===== config.mk =====
export PLATFORM = sky130hd
export DESIGN_NAME = link_initiator_flat
export DESIGN_NICKNAME = d
export VERILOG_FILES = /design/src/link_pkg.sv /design/src/link_if.sv /design/src/link_initiator.sv /design/src/flat_wrapper.sv
export SDC_FILE = /design/constraint.sdc
export NUM_CORES = 1
export LEC_CHECK = 0
export ABC_AREA = 1
export ABC_CLOCK_PERIOD_IN_PS = 1500
export BUFFER_PORTS_ARGS = -buffer_cell sky130_fd_sc_hd__buf_2
export CAP_MARGIN = 5
export CORE_ASPECT_RATIO = 0.9
export CORE_MARGIN = 3
export CORE_UTILIZATION = 30
export CTS_CLUSTER_SIZE = 10
export DETAILED_ROUTE_END_ITERATION = 12
export PLACE_DENSITY = 0.52
export REMOVE_ABC_BUFFERS = 1
export SLEW_MARGIN = 25
export SYNTH_ARGS = -nofsm -noshare
export SYNTH_HDL_FRONTEND = slang
export SYNTH_SLANG_ARGS = --single-unit

===== constraint.sdc =====
create_clock -name MCLK -period 1.5 [get_ports MCLK]
set_clock_uncertainty 0.1 [all_clocks]
set_input_delay 0.075 -clock MCLK [delete_from_list [all_inputs] [get_ports MCLK]]
set_output_delay 0.075 -clock MCLK [all_outputs]
set_load 0.05 [all_outputs]

===== src/link_pkg.sv =====
// Constants, register layout and link timing shared by both link ends.
// Assumes a 20 MHz MCLK and APB software access on the initiator end.
package link_pkg;
   localparam logic [7:0] OFS_CONTROL   = 8'h00;
   localparam logic [7:0] OFS_FAULT     = 8'h04;
   localparam logic [7:0] OFS_IRQ_BUSY  = 8'h08;
   localparam logic [7:0] OFS_ADDRESS   = 8'h0C;
   localparam logic [7:0] OFS_REQUEST   = 8'h10;
   localparam logic [7:0] OFS_MODE      = 8'h14;
   localparam int BIT_IRQ_EN    = 7;
   localparam int BIT_SUMMARY   = 7;
   localparam int BIT_ACK_LEVEL = 6;
   localparam int BIT_CANCEL    = 5;
   localparam int BIT_TIMEOUT   = 4;
   localparam int BIT_TARGET    = 3;
   localparam int BIT_PARITY    = 2;
   localparam int BIT_EXT_FLAG  = 7;
   localparam int BIT_BUSY      = 6;
   localparam logic [7:0] CONTROL_RESET = 8'h00;
   localparam logic [7:0] FAULT_RESET   = 8'h00;
   localparam logic [3:0] WAIT_RESET    = 4'h0;
   localparam logic [3:0] CLK_DIV_HALF  = 4'h4;
   localparam int FRAME_BITS    = 16;
   localparam logic [7:0] CMD_IDLE      = 8'h00;
   localparam logic [7:0] CMD_TRANSFER  = 8'hA5;
endpackage


===== src/link_if.sv =====
// Interface joining the initiator and target ends of the die link.
// Assumes both ends run from their own MCLK and sample the link lines.
`timescale 1ns/1ps
`default_nettype none
interface link_if;
   logic       link_clock;
   logic       link_data;
   logic [7:0] ack_data;
   logic       ack_error;
   logic [1:0] ack_parity;
   logic       ack_parity_bad;
   logic       ack_valid;
   logic       ext_irq_pin;
   modport initiator (output link_clock, output link_data,
                      input ack_data, input ack_error, input ack_parity,
                      input ack_parity_bad, input ack_valid,
                      input ext_irq_pin);
   modport target (input link_clock, input link_data,
                   output ack_data, output ack_error, output ack_parity,
                   output ack_parity_bad, output ack_valid,
                   output ext_irq_pin);
endinterface
`default_nettype wire


===== src/link_initiator.sv =====
// Initiator end: APB registers, link clock divider, frame sender, faults.
// Assumes the target answers within the programmed wait limit.
//
// Decided for this implementation: the placing of the registers and the APB interface to the registers.
`timescale 1ns/1ps
`default_nettype none
module link_initiator
   import link_pkg::*;
(
   // System.
   input  wire logic        MCLK,
   input  wire logic        RST,
   // APB slave.
   input  wire logic        PSEL,
   input  wire logic        PENABLE,
   input  wire logic        PWRITE,
   input  wire logic [7:0]  PADDR,
   input  wire logic [31:0] PWDATA,
   output logic      [31:0] PRDATA,
   output logic             PREADY,
   output logic             PSLVERR,
   // Interrupt requests.
   output logic             EXT_IRQ,
   output logic             FAULT_IRQ,
   // Link.
   link_if.initiator        link
);
   typedef enum {S_IDLE, S_ARM, S_SEND, S_WAIT} phase_e;
   typedef struct packed {
      logic        irq_en;
      logic [3:0]  wait_limit;
      logic        enabled;
      logic        special;
      logic [7:0]  fault;
      logic [15:0] addr_buf;
      logic        busy;
      phase_e      phase;
      logic [3:0]  div_cnt;
      logic        lclk;
      logic [4:0]  bit_cnt;
      logic [16:0] shift;
      logic        data_out;
      logic [4:0]  wait_cnt;
      logic [1:0]  ack_s0, ack_s1;
      logic [1:0]  irq_s;
      logic        ack_prev;
      logic [31:0] prdata;
      logic        pready;
      logic        ext_irq;
      logic        fault_irq;
   } state_s;
   state_s s, next_s;
   logic   ack_now;
   // True in the cycle in which the link clock is about to fall.
   function automatic logic link_fall(input logic [3:0] cnt,
                                      input logic       lvl);
      return (cnt == CLK_DIV_HALF - 4'h1) && lvl;
   endfunction
   always_comb begin
      next_s = s;
      next_s.ack_s0 = {link.ack_valid, link.ext_irq_pin};
      next_s.ack_s1 = s.ack_s0;
      next_s.irq_s  = {s.irq_s[0], s.ack_s1[0]};
      next_s.ack_prev = s.ack_s1[1];
      ack_now = s.ack_s1[1] && !s.ack_prev;
      next_s.pready = PSEL && !PENABLE;
      next_s.prdata = 32'h0000_0000;
      if (PSEL && !PENABLE && !PWRITE) begin
         case (PADDR)
            OFS_CONTROL:  next_s.prdata = {24'h0, s.irq_en, 3'h0, s.wait_limit};
            OFS_FAULT:    next_s.prdata = {24'h0, s.fault};
            OFS_IRQ_BUSY: next_s.prdata = {24'h0, s.irq_s[1], s.busy, 6'h0};
            OFS_ADDRESS:  next_s.prdata = {16'h0, s.addr_buf};
            OFS_MODE:     next_s.prdata = {30'h0, s.special, s.enabled};
            default:      next_s.prdata = 32'h0000_0000;
         endcase
      end
      if (PSEL && PENABLE && s.pready && PWRITE) begin
         case (PADDR)
            OFS_CONTROL: begin
               next_s.irq_en = PWDATA[BIT_IRQ_EN];
               if (!s.enabled || s.special) begin
                  next_s.wait_limit = PWDATA[3:0];
               end
            end
            OFS_FAULT: begin
               if (PWDATA[BIT_SUMMARY]) begin
                  next_s.fault = FAULT_RESET;
               end
            end
            OFS_MODE: begin
               next_s.enabled = s.enabled | PWDATA[0];
               next_s.special = PWDATA[1];
            end
            OFS_REQUEST: begin
               if (s.fault[BIT_SUMMARY]) begin
                  next_s.fault[BIT_CANCEL] = 1'b1;
               end else if (s.enabled && !s.busy) begin
                  next_s.addr_buf = PWDATA[15:0];
                  next_s.busy     = 1'b1;
                  next_s.phase    = S_ARM;
               end
            end
            default: ;
         endcase
      end
      if (s.enabled) begin
         next_s.div_cnt = s.div_cnt + 4'h1;
         if (s.div_cnt == CLK_DIV_HALF - 4'h1) begin
            next_s.div_cnt = 4'h0;
            next_s.lclk    = !s.lclk;
         end
      end
      case (s.phase)
         S_IDLE: ;
         S_ARM: begin
            // A leading high start bit lets the far end find the frame.
            if (link_fall(s.div_cnt, s.lclk)) begin
               next_s.shift   = {1'b1, s.addr_buf};
               next_s.bit_cnt = 5'(FRAME_BITS + 1);
               next_s.phase   = S_SEND;
            end
         end
         S_SEND: begin
            if (link_fall(s.div_cnt, s.lclk)) begin
               next_s.shift   = {s.shift[15:0], 1'b0};
               next_s.bit_cnt = s.bit_cnt - 5'h1;
               if (s.bit_cnt == 5'h1) begin
                  next_s.phase    = S_WAIT;
                  next_s.wait_cnt = 5'h0;
               end
            end
         end
         S_WAIT: begin
            if (ack_now) begin
               next_s.busy  = 1'b0;
               next_s.phase = S_IDLE;
               if (link.ack_data != 8'hFF) begin
                  next_s.fault[BIT_ACK_LEVEL] = 1'b1;
               end
               if (link.ack_error) begin
                  next_s.fault[BIT_TARGET] = 1'b1;
               end
               if (link.ack_parity_bad) begin
                  next_s.fault[BIT_PARITY] = 1'b1;
                  next_s.fault[1:0] = link.ack_parity;
               end
            end else if (link_fall(s.div_cnt, s.lclk)) begin
               next_s.wait_cnt = s.wait_cnt + 5'h1;
               if (s.wait_cnt >= {1'b0, s.wait_limit}) begin
                  next_s.fault[BIT_TIMEOUT] = 1'b1;
                  next_s.busy  = 1'b0;
                  next_s.phase = S_IDLE;
               end
            end
         end
         default: next_s.phase = S_IDLE;
      endcase
      next_s.data_out = (next_s.phase == S_SEND) && next_s.shift[16];
      if (|next_s.fault[6:2]) begin
         next_s.fault[BIT_SUMMARY] = 1'b1;
      end
      next_s.ext_irq   = s.irq_en && s.irq_s[1];
      next_s.fault_irq = s.fault[BIT_SUMMARY];
      if (RST) begin
         next_s = '0;
      end
   end
   always_ff @(posedge MCLK) begin
      s <= next_s;
   end
   assign link.link_clock = s.lclk;
   assign link.link_data  = s.data_out;
   assign PRDATA    = s.prdata;
   assign PREADY    = s.pready;
   assign PSLVERR   = 1'b0;
   assign EXT_IRQ   = s.ext_irq;
   assign FAULT_IRQ = s.fault_irq;
endmodule
`default_nettype wire


===== src/flat_wrapper.sv =====
// flat-port wrapper written by rule: the top's interface ports become plain ports
module link_initiator_flat import link_pkg::*;
  (MCLK, RST, PSEL, PENABLE, PWRITE, PADDR, PWDATA, PRDATA, PREADY, PSLVERR, EXT_IRQ, FAULT_IRQ, link_link_clock, link_link_data, link_ack_data, link_ack_error, link_ack_parity, link_ack_parity_bad, link_ack_valid, link_ext_irq_pin);
  link_if link_i ();
  input  wire logic MCLK;
  input  wire logic RST;
  input  wire logic PSEL;
  input  wire logic PENABLE;
  input  wire logic PWRITE;
  input  wire logic [7:0] PADDR;
  input  wire logic [31:0] PWDATA;
  output logic      [31:0] PRDATA;
  output logic PREADY;
  output logic PSLVERR;
  output logic EXT_IRQ;
  output logic FAULT_IRQ;
  output wire logic [$bits(link_i.link_clock)-1:0] link_link_clock;
  output wire logic [$bits(link_i.link_data)-1:0] link_link_data;
  input wire logic [$bits(link_i.ack_data)-1:0] link_ack_data;
  input wire logic [$bits(link_i.ack_error)-1:0] link_ack_error;
  input wire logic [$bits(link_i.ack_parity)-1:0] link_ack_parity;
  input wire logic [$bits(link_i.ack_parity_bad)-1:0] link_ack_parity_bad;
  input wire logic [$bits(link_i.ack_valid)-1:0] link_ack_valid;
  input wire logic [$bits(link_i.ext_irq_pin)-1:0] link_ext_irq_pin;
  assign link_link_clock = link_i.link_clock;
  assign link_link_data = link_i.link_data;
  assign link_i.ack_data = link_ack_data;
  assign link_i.ack_error = link_ack_error;
  assign link_i.ack_parity = link_ack_parity;
  assign link_i.ack_parity_bad = link_ack_parity_bad;
  assign link_i.ack_valid = link_ack_valid;
  assign link_i.ext_irq_pin = link_ext_irq_pin;
  link_initiator u_core (.MCLK(MCLK), .RST(RST), .PSEL(PSEL), .PENABLE(PENABLE), .PWRITE(PWRITE), .PADDR(PADDR), .PWDATA(PWDATA), .PRDATA(PRDATA), .PREADY(PREADY), .PSLVERR(PSLVERR), .EXT_IRQ(EXT_IRQ), .FAULT_IRQ(FAULT_IRQ), .link(link_i));
endmodule

### Yosys cells after proc, flatten, opt, wreduce, memory -nomap -nowiden

Index checks and enable logic that the tools add are counted.

| word-level totals | value |
|---|---|
| input bits | 59 |
| bits in registers | 139 |
| output and inout port bits | 38 |

| operators by class | value |
|---|---|
| order comparisons | 1 |
| add/subtract/negate cells | 3 |
| mux-type cells | 38 |
| equality and inequality tests | 17 |
| reductions and logical operators | 34 |
| bitwise logic cells | 3 |

Operators by type and width:

| cell | count |
|---|---|
| $mux W49 | 3 |
| $pmux W32 S4 | 1 |
| $mux W33 | 3 |
| $mux W32 | 3 |
| $pmux W16 S5 | 1 |
| $eq A32 B2 Y1 const B | 2 |
| $mux W57 | 1 |
| $mux W22 | 2 |
| $pmux W22 S2 | 1 |
| $mux W5 | 7 |
| $eq A32 B1 Y1 const B | 1 |
| $eq A32 B3 Y1 const B | 1 |
| $logic_not A32 Y1 | 1 |
| $eq A8 B4 Y1 const B | 2 |
| $eq A8 B5 Y1 const B | 2 |
| $logic_and A1 B1 Y1 | 10 |
| $mux W1 | 10 |
| $pmux W5 S2 | 1 |
| $reduce_bool A2 Y1 | 5 |
| $reduce_and A3 Y1 | 3 |
| $eq A8 B3 Y1 const B | 1 |
| $logic_not A8 Y1 | 1 |
| $mux W8 | 1 |
| $ne A2 B1 Y1 const B | 4 |
| 21 further kinds | 29 |

### Logic depth before layout (Yosys ltp)

Gate-level depths: netlist (run 1).

| logic depth | value |
|---|---|
| word-level depth | 13 |
| mapped depth | 13 |

### Worst setup path after synthesis (run 1)

Ideal clock, no wire load.

| path | value |
|---|---|
| kind | reg-to-reg |
| start | register u_core.s (netlist bit u_core.PREADY) |
| end | register u_core.s (netlist bit u_core.link.link_data) |
| clock period less this slack | 1.793 ns |
| path slack | -0.293 ns |
| data required time | 1.281 ns |
| path buffers | 0 |
| setup time | 0.119 ns |
| data arrival time | 1.575 ns |
| stages on the path, launching flop included | 12 |
| cell sequence | dfxtp_1 nand4_1 nor2_1 nand3b_1 nand2_1 inv_1 nand2_1 nand2_1 inv_1 nand2_1 nand2_2 nor2_2 |

| between the ends | value |
|---|---|
| longest elaborated chain between the ends | 9 |

Ends and longest elaborated chain:

| what | RTL line | text |
|---|---|---|
| from (decl) | link_initiator.sv:52 | `state_s s, next_s;` |
| from (signal assigned) | link_initiator.sv:170 | `s <= next_s;` |
| $logic_and A1 B1 Y1 * (2 in series) | link_initiator.sv:78 | `if (PSEL && PENABLE && s.pready && PWRITE) begin` |
| $mux W57 * | link_initiator.sv:78 |  |
| $mux W33 | link_initiator.sv:150 | `if (s.wait_cnt >= {1'b0, s.wait_limit}) begin` |
| $mux W33 | link_initiator.sv:148 | `end else if (link_fall(s.div_cnt, s.lclk)) begin` |
| $mux W33 | link_initiator.sv:135 | `if (ack_now) begin` |
| $pmux W32 S4 * | link_initiator.sv:114 | `case (s.phase)` |
| $eq A32 B3 Y1 * | link_initiator.sv:159 | `next_s.data_out = (next_s.phase == S_SEND) && next_s.shift[16];` |
| $logic_and A1 B1 Y1 * | link_initiator.sv:159 |  |

Every way passes the cells marked *; elsewhere a longest branch is shown, timed or not. The select of a mux whose other input is x is not followed.
A chain may end at the register's enable or synchronous reset.

### Worst setup path in the final report (run 1)

| path | value |
|---|---|
| start | register u_core.s[88] in the netlist's numbering |
| end | register u_core.s (netlist bit u_core.link.link_data) |

| between the ends | value |
|---|---|
| longest elaborated chain between the ends | 10 |

Ends and longest elaborated chain:

| what | RTL line | text |
|---|---|---|
| $mux W49 | link_initiator.sv:98 | `end else if (s.enabled && !s.busy) begin` |
| $mux W49 | link_initiator.sv:96 | `if (s.fault[BIT_SUMMARY]) begin` |
| $mux W49 | link_initiator.sv:79 | `case (PADDR)` |
| $mux W57 | link_initiator.sv:78 |  |
| $mux W33 | link_initiator.sv:150 |  |
| $mux W33 | link_initiator.sv:148 |  |
| $mux W33 | link_initiator.sv:135 |  |
| $pmux W32 S4 | link_initiator.sv:114 |  |
| $eq A32 B3 Y1 | link_initiator.sv:159 |  |
| $logic_and A1 B1 Y1 * | link_initiator.sv:159 |  |

Marks and branches as above.

==> summary.txt, run 1 <==
Worst setup path
  • Required @ worst endpoint: 1760 ps
  • Crit path buf inv count: 2
  • Crit path cell chain: nor2_1 > nand2_1 > nor2_4 > buf_6 > nand2_8 > nor2_8 > nand2_4 > nand2_4 > buf_8 > nor2_2 > nor2_4 > nand2_2 > nor2_2
  • Terminus of the critical flop-to-flop path: u_core.link.link_data$_SDFF_PP0_
  • Critical path data arrival time: ~2000 ps
  • Max FO, Critical Path: 10
  • CP max-delay cell: dfxtp_1
  • Worst Reg-to-Reg Cells: 13
  • Setup slack, reg-to-reg: -260 ps
  • Worst R2R Start: u_core.s[88]$_SDFF_PP0_
  • Crit path launch type: flop
  • CP top delay family: simple AND/OR/NAND/NOR gates
  • CP max stage delay: 300 ps
  • Crit. End Element: flop
  • WS Path Type: flop to flop

Drt
  • Antenna Nets Post-Route: 0
  • Routed WL: about 13000 µm
  • Vias per cell: 4.31
  • Initial DRC count: 204
  • Wire length per cell: 12.2 µm
  • # DRC: 0
  • DR vias: 4614
  • First-pass detailed-route iteration total: 4

Clocking
  • Worst-Skew Late Latency: 420 ps
  • TritonCTS buffer count: 17
  • Clock Pin Slew Worst Setup and Hold Paths: 50 ps
  • H-tree Lvls: 4
  • CTS Sinks: 123
  • Clock root buffer: clkbuf_16
  • Clk buf depth: 2
  • CTS tree: done

Status
  • Violations in the final reports: setup timing
  • Status: complete, but fails checks

Timing
  • Tcrit/Tclk final: 1.17
  • Setup ws final: -258 ps
  • Worst Hold Slack: 39.3 ps
  • Worst slew pin tran: 835 ps
  • Final setup viols: 38
  • Max Freq: around 570 MHz
  • Max-slew violation count: 0
  • RSZ-0062 raised after global routing: true
  • Final Hold Vio Count: 0
  • Min cycle time layout: 1760 ps
  • Rel. slew slack: 0.442

Synth
  • Fraction of registers with async set/reset: 0
  • Seq cells post-synth: 123
  • Post-synth EDFFs: 0
  • Post-synthesis cell count: 653
  • Synthesized cell area: 5100 µm²
  • Yosys cell types: 37
  • Yosys warning count: 0
  • Prevailing post-synth register cell: dfxtp_1
  • Sequential area share after synthesis: 0.483
  • Avg Cell Area, Syn: 7.81 µm²

Cells and area
  • Commonest non-fill, non-tap cells in the layout: 126 x nand2_1, 113 x dfxtp_1, 73 x nor2_1
  • Most common cell after layout, fill and taps aside: nand2_1
  • Area growth syn-to-layout: 50.2%
  • Proportion of layout cells with a drive suffix above 1: 0.357
  • Final Instance Area: around 7700 µm²
  • Fin util: 0.467
  • Layout fillers: between 1500 and 2000
  • Nets: 917
  • N_diodes: 0

Floorplanning
  • Initial Util: 0.311
  • Io pins: 97
  • Core Region: between 15000 and 20000 µm²
  • Die area: 18600 µm²
  • Row count: between 40 and 50
  • Die width: 143 µm
  • Die Height: approximately 130 µm

Hold path
  • Worst hold path type: primary input to flop
  • Hold Startpoint: link_ack_data[0]
  • Hold Path Sink: u_core.s[130]$_SDFF_PP0_
  • Hold Path Cell Cnt: 6

Place
  • Final GP Congestion: 0.780
  • Port buffer count: 63
  • Placed Area: 6010 µm²
  • Post-detail-place hpwl: 8750 µm

GRT
  • Vias in the first global route: 4402
  • First-pass GRT wire length: 21400 µm
  • Initial antenna violation count: 0
  • Largest net degree at the start of global routing: 47
  • Grt met3 use: 0.0432
  • GR Overflow Total: 0
  • GRT Util Overall: 0.147
  • Met1 Usage GRT: 0.202
  • Met2 Track Usage GR: 0.224
  • Global route hottest layer: met2

Power and ir drop
  • Worst vdd ir: about 720 µV
  • PD cells: 1000 nW/µm²
  • Lkg Pwr: 3.36 nW

Flow run
  • Maxcap violations: 0
==> synthesized netlist by cell type, types with 3 or more instances <==
library cell	instances	area (µm²)
inv_2	3	11.3
buf_4	34	255
dfxtp_1	123	2460
nand2_4	5	56.3
nand2_2	3	18.8
nor2_1	93	349
or2_2	3	18.8
inv_1	65	244
a41oi_1	3	26.3
a31oi_1	20	125
nor2_4	6	67.6
a211oi_1	9	67.6
nand3_1	20	100
ha_1	8	100
nor2_2	7	43.8
o21ai_0	29	145
nor3_1	10	50.1
clkbuf_1	6	22.5
a21oi_1	28	140
xor2_1	5	43.8
buf_2	3	15.0
nand4_1	5	31.3
o21ai_1	4	20.0
nand2_1	142	533
==> final cells by class <==
cell class,instances,area (µm²),area share
repair buffers,178,1390,0.182
well taps,207,259,0.0338
multi-input cells,458,2640,0.345
flip-flops and latches,123,2480,0.324
inverters,71,289,0.0377
clock buffers,22,464,0.0606
clock inverters,10,116,0.0152
repair inverters,1,16.3,0.00212
==> cell families after synthesis <==
group                      count (synthesis)  synth area share
adders and majority gates                  8            0.0196
other                                      1          0.000735
DFF                                      123             0.483
AOI/OAI and AO/OA                         97             0.109
buffers and inverters                    118             0.117
xor gates and xnor gates                   5           0.00859
and+or+nand+nor                          301             0.262
==> flip-flops by register name (all words and copies together) (netlist names) <==
signal,cells
u_core.link.link_data,1
u_core.PREADY,1
u_core.link.link_clock,1
u_core.PRDATA,16
u_core.s,102
u_core.FAULT_IRQ,1
u_core.EXT_IRQ,1
==> metal layers <==
metal  wire length, µm  up-vias  share of wire
met2              5900       95           0.45
met1              6470     2085           0.49
met5                 0        -              0
met4               140        0          0.011
li1                  -     2422              -
met3               599       12          0.046
==> tightest hold or removal path, stage by stage <==
cell and delay (ps):
buf_2 90, nand4_1 60, o211ai_1 90, nand2_1 80, inv_2 40, nor2_1 80
==> how the worst max path moves through the flow <==
stage | startpoint | slack [ps] | end | cells past startpoint
after floorplan | u_core.PREADY$_SDFF_PP0_ | -680 | u_core.link.link_data$_SDFF_PP0_ | 11
after global placement | u_core.s[137]$_SDFFE_PP0P_ | -290 | u_core.s[76]$_SDFF_PP0_ | 10
after detailed placement | u_core.s[137]$_SDFFE_PP0P_ | -280 | u_core.s[76]$_SDFF_PP0_ | 10
after CTS | u_core.s[83]$_SDFF_PP0_ | -270 | u_core.link.link_data$_SDFF_PP0_ | 13
after global routing | u_core.s[90]$_SDFF_PP0_ | -370 | u_core.link.link_data$_SDFF_PP0_ | 13
final | u_core.s[88]$_SDFF_PP0_ | -260 | u_core.link.link_data$_SDFF_PP0_ | 13
==> stage by stage <==
stage / setup WS, ps / instances / TNS (ps) / total power [mW]
5_1_grt: -366 / 1070 / -12020 / 7.95
2_1_floorplan: -678 / 652 / -14750 / 3.56
4_1_cts: -266 / 1056 / -7680 / 7.78
3_3_place_gp: -294 / 987 / -10050 / 3.68
3_5_place_dp: -277 / 987 / -11310 / 3.69
6_report: -258 / 1070 / -6540 / 7.67
==> where the power goes <==
| part | total, mW | switching, mW | internal (mW) | leakage (nW) |
|---|---|---|---|---|
| Sequential | 3.33 | 0.0155 | 3.32 | 1.01 |
| Combinational | 0.358 | 0.237 | 0.121 | 2.07 |
| Clock | 3.98 | 1.45 | 2.53 | 0.280 |
==> repair_timing <==
| action | CTS | global route |
|---|---|---|
| resized for setup | 131 | 49 |
| gates cloned | 5 | 0 |
| buffers inserted | 8 | 14 |
| hold buffers | 24 | 0 |
| pin swaps | 33 | 39 |
| setup endpoints to repair | 59 | 60 |
| hold endpoints to repair | 31 | 0 |
(Power assumes the default switching activity.)
==> run 2: changes to the inputs <==
--- a/config.mk
+++ b/config.mk
@@ -14,7 +14,7 @@
 export CORE_UTILIZATION = 30
 export CTS_CLUSTER_SIZE = 10
 export DETAILED_ROUTE_END_ITERATION = 12
-export PLACE_DENSITY = 0.52
+export PLACE_DENSITY = 0.53
 export REMOVE_ABC_BUFFERS = 1
 export SLEW_MARGIN = 25
 export SYNTH_ARGS = -nofsm -noshare
==> run 2 against run 1 <==
The flow still finishes with violations (setup timing). Via count is 1.5% lower. Die area stayed put. Global-route usage hardly changed. Sequential cell count stayed put. Worst hold slack worse by 3.9 ps. Design area is 0.49% lower. Clock power hardly changed. Utilization is 0.23 points lower. Sequential share of layout area hardly changed. Non-clock buffer count is 4 higher. Register-to-register slack better by 30 ps. Critical path type unchanged. Critical endpoint unchanged. Largest cell class unchanged.
==> summary.txt, run 2 (same netlist as run 1, synthesis figures left out) <==
Place
  • Final GP Congestion: 0.781 (about the same)
  • Placed Area: 6050 µm² (+0.75%)
  • Port buffer count: 63 (unchanged)
  • Post-detail-place hpwl: 8730 µm (-0.16%)

Clocking
  • TritonCTS buffer count: 17 (unchanged)
  • Clock root buffer: clkbuf_16
  • CTS Sinks: 123 (unchanged)
  • Clk buf depth: 2 (unchanged)
  • Worst-Skew Late Latency: 420 ps (about the same)
  • H-tree Lvls: 4 (unchanged)
  • CTS tree: done
  • Clock Pin Slew Worst Setup and Hold Paths: 60 ps (about the same)

Timing
  • Final setup viols: 54 (+42%)
  • Setup ws final: -230 ps (+28.0 ps)
  • RSZ-0062 raised after global routing: true
  • Max Freq: 578 MHz (+1.6%)
  • Min cycle time layout: 1730 ps (-28.0 ps)
  • Max-slew violation count: 0 (unchanged)
  • TNS Setup: -6900 ps (-359 ps)
  • Tcrit/Tclk final: 1.15 (-0.0186)
  • Final Hold Vio Count: 0 (unchanged)

Drt
  • DR vias: 4543 (-1.5%)
  • Routed WL: 13200 µm (+0.50%)
  • Initial DRC count: 291 (+43%)
  • # DRC: 0 (unchanged)
  • First-pass detailed-route iteration total: 4 (unchanged)
  • Vias per cell: 4.23 (-2.0%)
  • Wire length per cell: 12.3 µm (about the same)
  • Antenna Nets Post-Route: 0 (unchanged)

Status
  • Violations in the final reports: setup timing
  • Status: complete, but fails checks

Cells and area
  • Proportion of layout cells with a drive suffix above 1: 0.338 (-0.0193)
  • Biggest register: u_core.s
  • Max reg flops: 102 (unchanged)
  • Nets: 922 (+0.55%)
  • Layout fillers: 1611 (+1.5%)
  • Area growth syn-to-layout: 49.4%
  • Final Instance Area: 7620 µm² (-0.49%)
  • Commonest non-fill, non-tap cells in the layout: 132 x nand2_1, 117 x dfxtp_1, 79 x buf_4
  • Most common cell after layout, fill and taps aside: nand2_1
  • N_diodes: 0 (unchanged)

Worst setup path
  • WS Path Type: flop to flop
  • Critical path data arrival time: 1940 ps (-80 ps)
  • Crit. End Element: flop
  • Crit path launch type: flop
  • Worst Reg-to-Reg Cells: 11 (-2)
  • Setup slack, reg-to-reg: -230 ps (+30 ps)
  • Required @ worst endpoint: 1710 ps (-50 ps)
  • Max FO, Critical Path: 7 (-3)

GRT
  • GRT Util Overall: 0.147 (-0.000365)
  • Vias in the first global route: 4347 (-1.2%)
  • First-pass GRT wire length: 21200 µm (-1.3%)
  • Initial antenna violation count: 0 (unchanged)
  • Largest net degree at the start of global routing: 28 (-40%)
  • GR Overflow Total: 0 (unchanged)

Power and ir drop
  • Overall power: 7.64 mW (-0.46%)
  • Worst vdd ir: 751 µV (+4.2%)
  • PD cells: 1000 nW/µm² (about the same)
  • Lkg Pwr: 3.39 nW (+0.86%)

Floorplanning
  • Die area: 18600 µm² (unchanged)
  • Die Height: 130 µm (unchanged)
  • Row count: 44 (unchanged)
  • Core Region: 16400 µm² (unchanged)
  • Initial Util: 0.311 (unchanged)
  • Die width: 143 µm (unchanged)
  • Io pins: 97 (unchanged)

Flow run
  • Maxcap violations: 0 (unchanged)

Hold path
  • Worst hold path type: primary input to flop
  • Hold Path Cell Cnt: 6 (unchanged)
run 2: cell count changes in the layout (fill, tap and decap cells not counted), sizes merged:
cell / delta
clkinvlp: +2
buf: +2
dlygate4sd3: +1
run 2: routing by layer:
metal  GRT usage  wire length [µm]  share of wire  vias up
met5           0                 0              0        -
met4      0.0471               133          0.010        0
met3      0.0418               591          0.045       12
met2       0.222              5880           0.45       73
met1       0.203              6560           0.50     2042
li1            -                 -              -     2416
run 2: final cells by class:
type	instances	area, µm²	share of cell area
Clock inverter	11	120	0.0158
Clock buffer	21	450	0.0591
Multi-Input combinational cell	458	2600	0.341
Tap cell	207	259	0.0340
Sequential cell	123	2470	0.324
Timing Repair Buffer	182	1390	0.183
Inverter	71	300	0.0394
Timing Repair inverter	2	27.5	0.00361
run 2: final timing paths:
path | startpoint | endpoint
worst max register to register | u_core.s[88]$_SDFF_PP0_ | u_core.link.link_data$_SDFF_PP0_
worst max-delay path | u_core.s[88]$_SDFF_PP0_ | u_core.link.link_data$_SDFF_PP0_
worst min-delay path | link_ack_data[4] | u_core.s[130]$_SDFF_PP0_
worst min register to register | u_core.s[40]$_SDFF_PP0_ | u_core.s[38]$_SDFF_PP0_
run 2: repair_timing:
| item | in CTS | in global routing |
|---|---|---|
| resized for setup | 64 | 87 |
| cloned | 4 | 4 |
| hold buffers | 25 | 0 |
| pin swaps | 26 | 29 |
| buffers inserted | 11 | 6 |
| setup endpoints to repair | 59 | 60 |
| endpoints found under the hold margin | 31 | 0 |
run 2: where the power goes:
group	leakage (nW)	internal (mW)	total [mW]	switching, mW
combinational	2.11	0.123	0.353	0.231
clock	0.273	2.48	3.95	1.47
sequential	1.01	3.32	3.33	0.0147
run 2: worst max-delay path, cell delays in order, from the launching register on:
cell     delay [ps]
dfxtp_1         290
nor2_1           90
nand2_1         100
nor2_4          230
nand2_4         100
nor2_4          190
buf_4           150
nand3_2          90
nand3_1         110
nand2_2          70
nand2_2          60
nor2_2           30
run 2: through the flow:
step | util | setup WS [ps] | hold slack (ps) | instances
3_5_place_dp | 0.369 | -263 | 173 | 993
5_1_grt | 0.465 | -358 | 56.1 | 1075
3_3_place_gp | 0.369 | -267 | 168 | 993
6_report | 0.465 | -230 | 35.5 | 1075
2_1_floorplan | - | -678 | 44.1 | 652
4_1_cts | 0.440 | -228 | 13.9 | 1065
==> run 3: changes to the inputs <==
--- a/config.mk
+++ b/config.mk
@@ -7,7 +7,7 @@
 export LEC_CHECK = 0
 export ABC_AREA = 1
 export ABC_CLOCK_PERIOD_IN_PS = 1500
-export BUFFER_PORTS_ARGS = -buffer_cell sky130_fd_sc_hd__buf_2
+export BUFFER_PORTS_ARGS = -buffer_cell sky130_fd_sc_hd__buf_4
 export CAP_MARGIN = 5
 export CORE_ASPECT_RATIO = 0.9
 export CORE_MARGIN = 3
@@ -20,3 +20,4 @@
 export SYNTH_ARGS = -nofsm -noshare
 export SYNTH_HDL_FRONTEND = slang
 export SYNTH_SLANG_ARGS = --single-unit
+export TNS_END_PERCENT = 30
==> run 3 against run 2 <==
The flow still finishes with violations (setup timing). Worst hold slack lost 11 ps. Clock power fell by 8.1%. Utilization shrank 2.0 points. Register-to-register slack about the same. Non-clock buffer count down 14. Combinational power increased by 5%. Global-route usage shrank 0.44 points. Wire length shrank 6.6%. Design area down 4.4%. Critical path type unchanged. Largest power group unchanged.
==> summary.txt, run 3 (same netlist as run 1, synthesis figures left out) <==
Worst setup path
  • CP top delay family: simple AND/OR/NAND/NOR gates
  • Max FO, Critical Path: 5 (-2)
  • Crit path launch type: flop
  • Crit path buf inv count: 3 (+2)
  • Critical path data arrival time: 1890 ps (-50 ps)
  • CP max stage delay: 310 ps (+20 ps)
  • CP max-delay cell: dfxtp_2
  • WS Path Type: flop to flop
  • Crit. End Element: flop
  • Crit path cell chain: nor2_2 > nand2_2 > nor2_4 > buf_6 > nand2_8 > nor2_8 > nand2_4 > nand2_4 > clkinv_4 > buf_6 > nand2_2 > a31oi_1
  • Required @ worst endpoint: 1670 ps (-40 ps)

Place
  • Final GP Congestion: 0.789 (+1.1%)
  • Port buffer count: 63 (unchanged)
  • Placed Area: 6200 µm² (+2.5%)
  • Post-detail-place hpwl: 8730 µm (about the same)

Timing
  • Final Hold Vio Count: 0 (unchanged)
  • Max Freq: 580 MHz (+0.42%)
  • TNS Setup: -6280 ps (+619 ps)
  • Rel. slew slack: 0.641
  • Max-slew violation count: 0 (unchanged)
  • Worst slew pin tran: 539 ps
  • Worst Hold Slack: 24.9 ps (-10.5 ps)
  • Tcrit/Tclk final: 1.15 (-0.00481)
  • Final setup viols: 51 (-5.6%)
  • RSZ-0062 raised after global routing: true
  • Setup ws final: -223 ps (+7.22 ps)
  • Min cycle time layout: 1720 ps (-7.22 ps)

Status
  • Violations in the final reports: setup timing
  • Status: complete, but fails checks

Clocking
  • CTS tree: done
  • CTS Sinks: 123 (unchanged)
  • Clk buf depth: 2 (unchanged)
  • Clock root buffer: clkbuf_16
  • Worst-Skew Late Latency: 420 ps (about the same)
  • TritonCTS buffer count: 17 (unchanged)
  • Clock Pin Slew Worst Setup and Hold Paths: 50 ps (about the same)
  • H-tree Lvls: 4 (unchanged)

GRT
  • GR Overflow Total: 0 (unchanged)
  • Vias in the first global route: 4244 (-2.4%)
  • Initial antenna violation count: 0 (unchanged)
  • GRT Util Overall: 0.142 (-0.00440)
  • Largest net degree at the start of global routing: 47 (+68%)
  • First-pass GRT wire length: 20600 µm (-2.5%)

Cells and area
  • Proportion of layout cells with a drive suffix above 1: 0.296 (-0.0418)
  • Final Instance Area: 7290 µm² (-4.4%)
  • Max reg flops: 102 (unchanged)
  • Area growth syn-to-layout: 42.9%
  • N_diodes: 0 (unchanged)
  • Biggest register: u_core.s
  • Most common cell after layout, fill and taps aside: buf_4
  • Nets: 906 (-1.7%)
  • Commonest non-fill, non-tap cells in the layout: 134 x buf_4, 130 x nand2_1, 116 x dfxtp_1

Floorplanning
  • Die area: 18600 µm² (unchanged)
  • Die width: 143 µm (unchanged)
  • Die Height: 130 µm (unchanged)
  • Core Region: 16400 µm² (unchanged)
  • Initial Util: 0.311 (unchanged)
  • Io pins: 97 (unchanged)
  • Row count: 44 (unchanged)

Power and ir drop
  • Clk pwr share: 0.494 (-0.023)
  • PD cells: 1010 nW/µm² (+0.38%)
  • Sw Pwr: 1.63 mW (-4.9%)
  • Comb power frac: 0.050 (+0.004)
  • Switch share: 0.222 (-0.00218)
  • Lkg Pwr: 3.21 nW (-5.1%)
  • Sequential share of power: 0.455 (+0.018)
  • Worst vdd ir: 776 µV (+3.4%)
  • Cell-internal power: 5.70 mW (-3.7%)

Drt
  • Wire length per cell: 11.6 µm (-5.2%)
  • Routed WL: 12300 µm (-6.6%)
  • Vias per cell: 4.21 (-0.43%)
  • First-pass detailed-route iteration total: 5 (+1)
  • # DRC: 0 (unchanged)
  • Initial DRC count: 185 (-36%)
  • DR vias: 4456 (-1.9%)
  • Antenna Nets Post-Route: 0 (unchanged)

Flow run
  • Maxcap violations: 0 (unchanged)

Hold path
  • Worst hold path type: primary input to flop
[run 3: power groups by stage]
stage / clock network (mW) / logic (mW) / registers [mW]
after floorplan: 0 / 0.156 / 3.41
after detailed placement: 0 / 0.311 / 3.41
after global routing: 3.91 / 0.405 / 3.34
final: 3.63 / 0.370 / 3.34
after global placement: 0 / 0.312 / 3.40
after CTS: 3.73 / 0.365 / 3.34
[run 3: final timing paths]
| check | start | end | slack, ps | cells after the start |
|---|---|---|---|---|
| min reg2reg | u_core.s[41]$_SDFF_PP0_ | u_core.s[39]$_SDFF_PP0_ | 300 | 2 |
| max | u_core.s[90]$_SDFF_PP0_ | u_core.s[51]$_SDFFE_PP0P_ | -220 | 12 |
| min | PADDR[2] | u_core.PRDATA[6]$_SDFF_PP0_ | 20 | 5 |
| max reg2reg | u_core.s[90]$_SDFF_PP0_ | u_core.s[51]$_SDFFE_PP0P_ | -220 | 12 |
[run 3: tightest hold or removal path: stages]
cell and delay, ps:
buf_4 100, nor4_1 60, buf_4 130, nand2_1 50, a31oi_1 80
[run 3: per-stage QoR]
stage / utilization / setup WS [ps] / total power, mW / cells
global placement: 0.378 / -289 / 3.72 / 992
floorplan: - / -678 / 3.56 / 652
global route: 0.444 / -371 / 7.66 / 1059
finish: 0.444 / -223 / 7.33 / 1059
CTS: 0.437 / -231 / 7.43 / 1058
detailed placement: 0.378 / -275 / 3.72 / 992
[run 3: routing by layer]
layer  vias to the layer above  global-route usage  wire length [µm]
li1                       2393                   -                 -
met1                      1975               0.202              6300
met2                        81               0.206              5340
met3                         7              0.0465               546
met4                         0              0.0415               112
met5                         -                   0                 0
[run 3: layout make-up]
class,instances,area (µm²)
multi-input cells,458,2390
clock inverters,6,38.8
inverters,71,284
repair buffers,168,1360
clock buffers,26,489
flip-flops and latches,123,2470
well taps,207,259
fillers,1658,9120
[run 3: timing repair]
item                                   CTS  global route
pin swaps                               23             7
gates resized for setup                 40            39
hold buffers                            24             0
cloned                                   2             0
setup buffers                            8             1
setup endpoints to repair               59            60
endpoints found under the hold margin   30             0
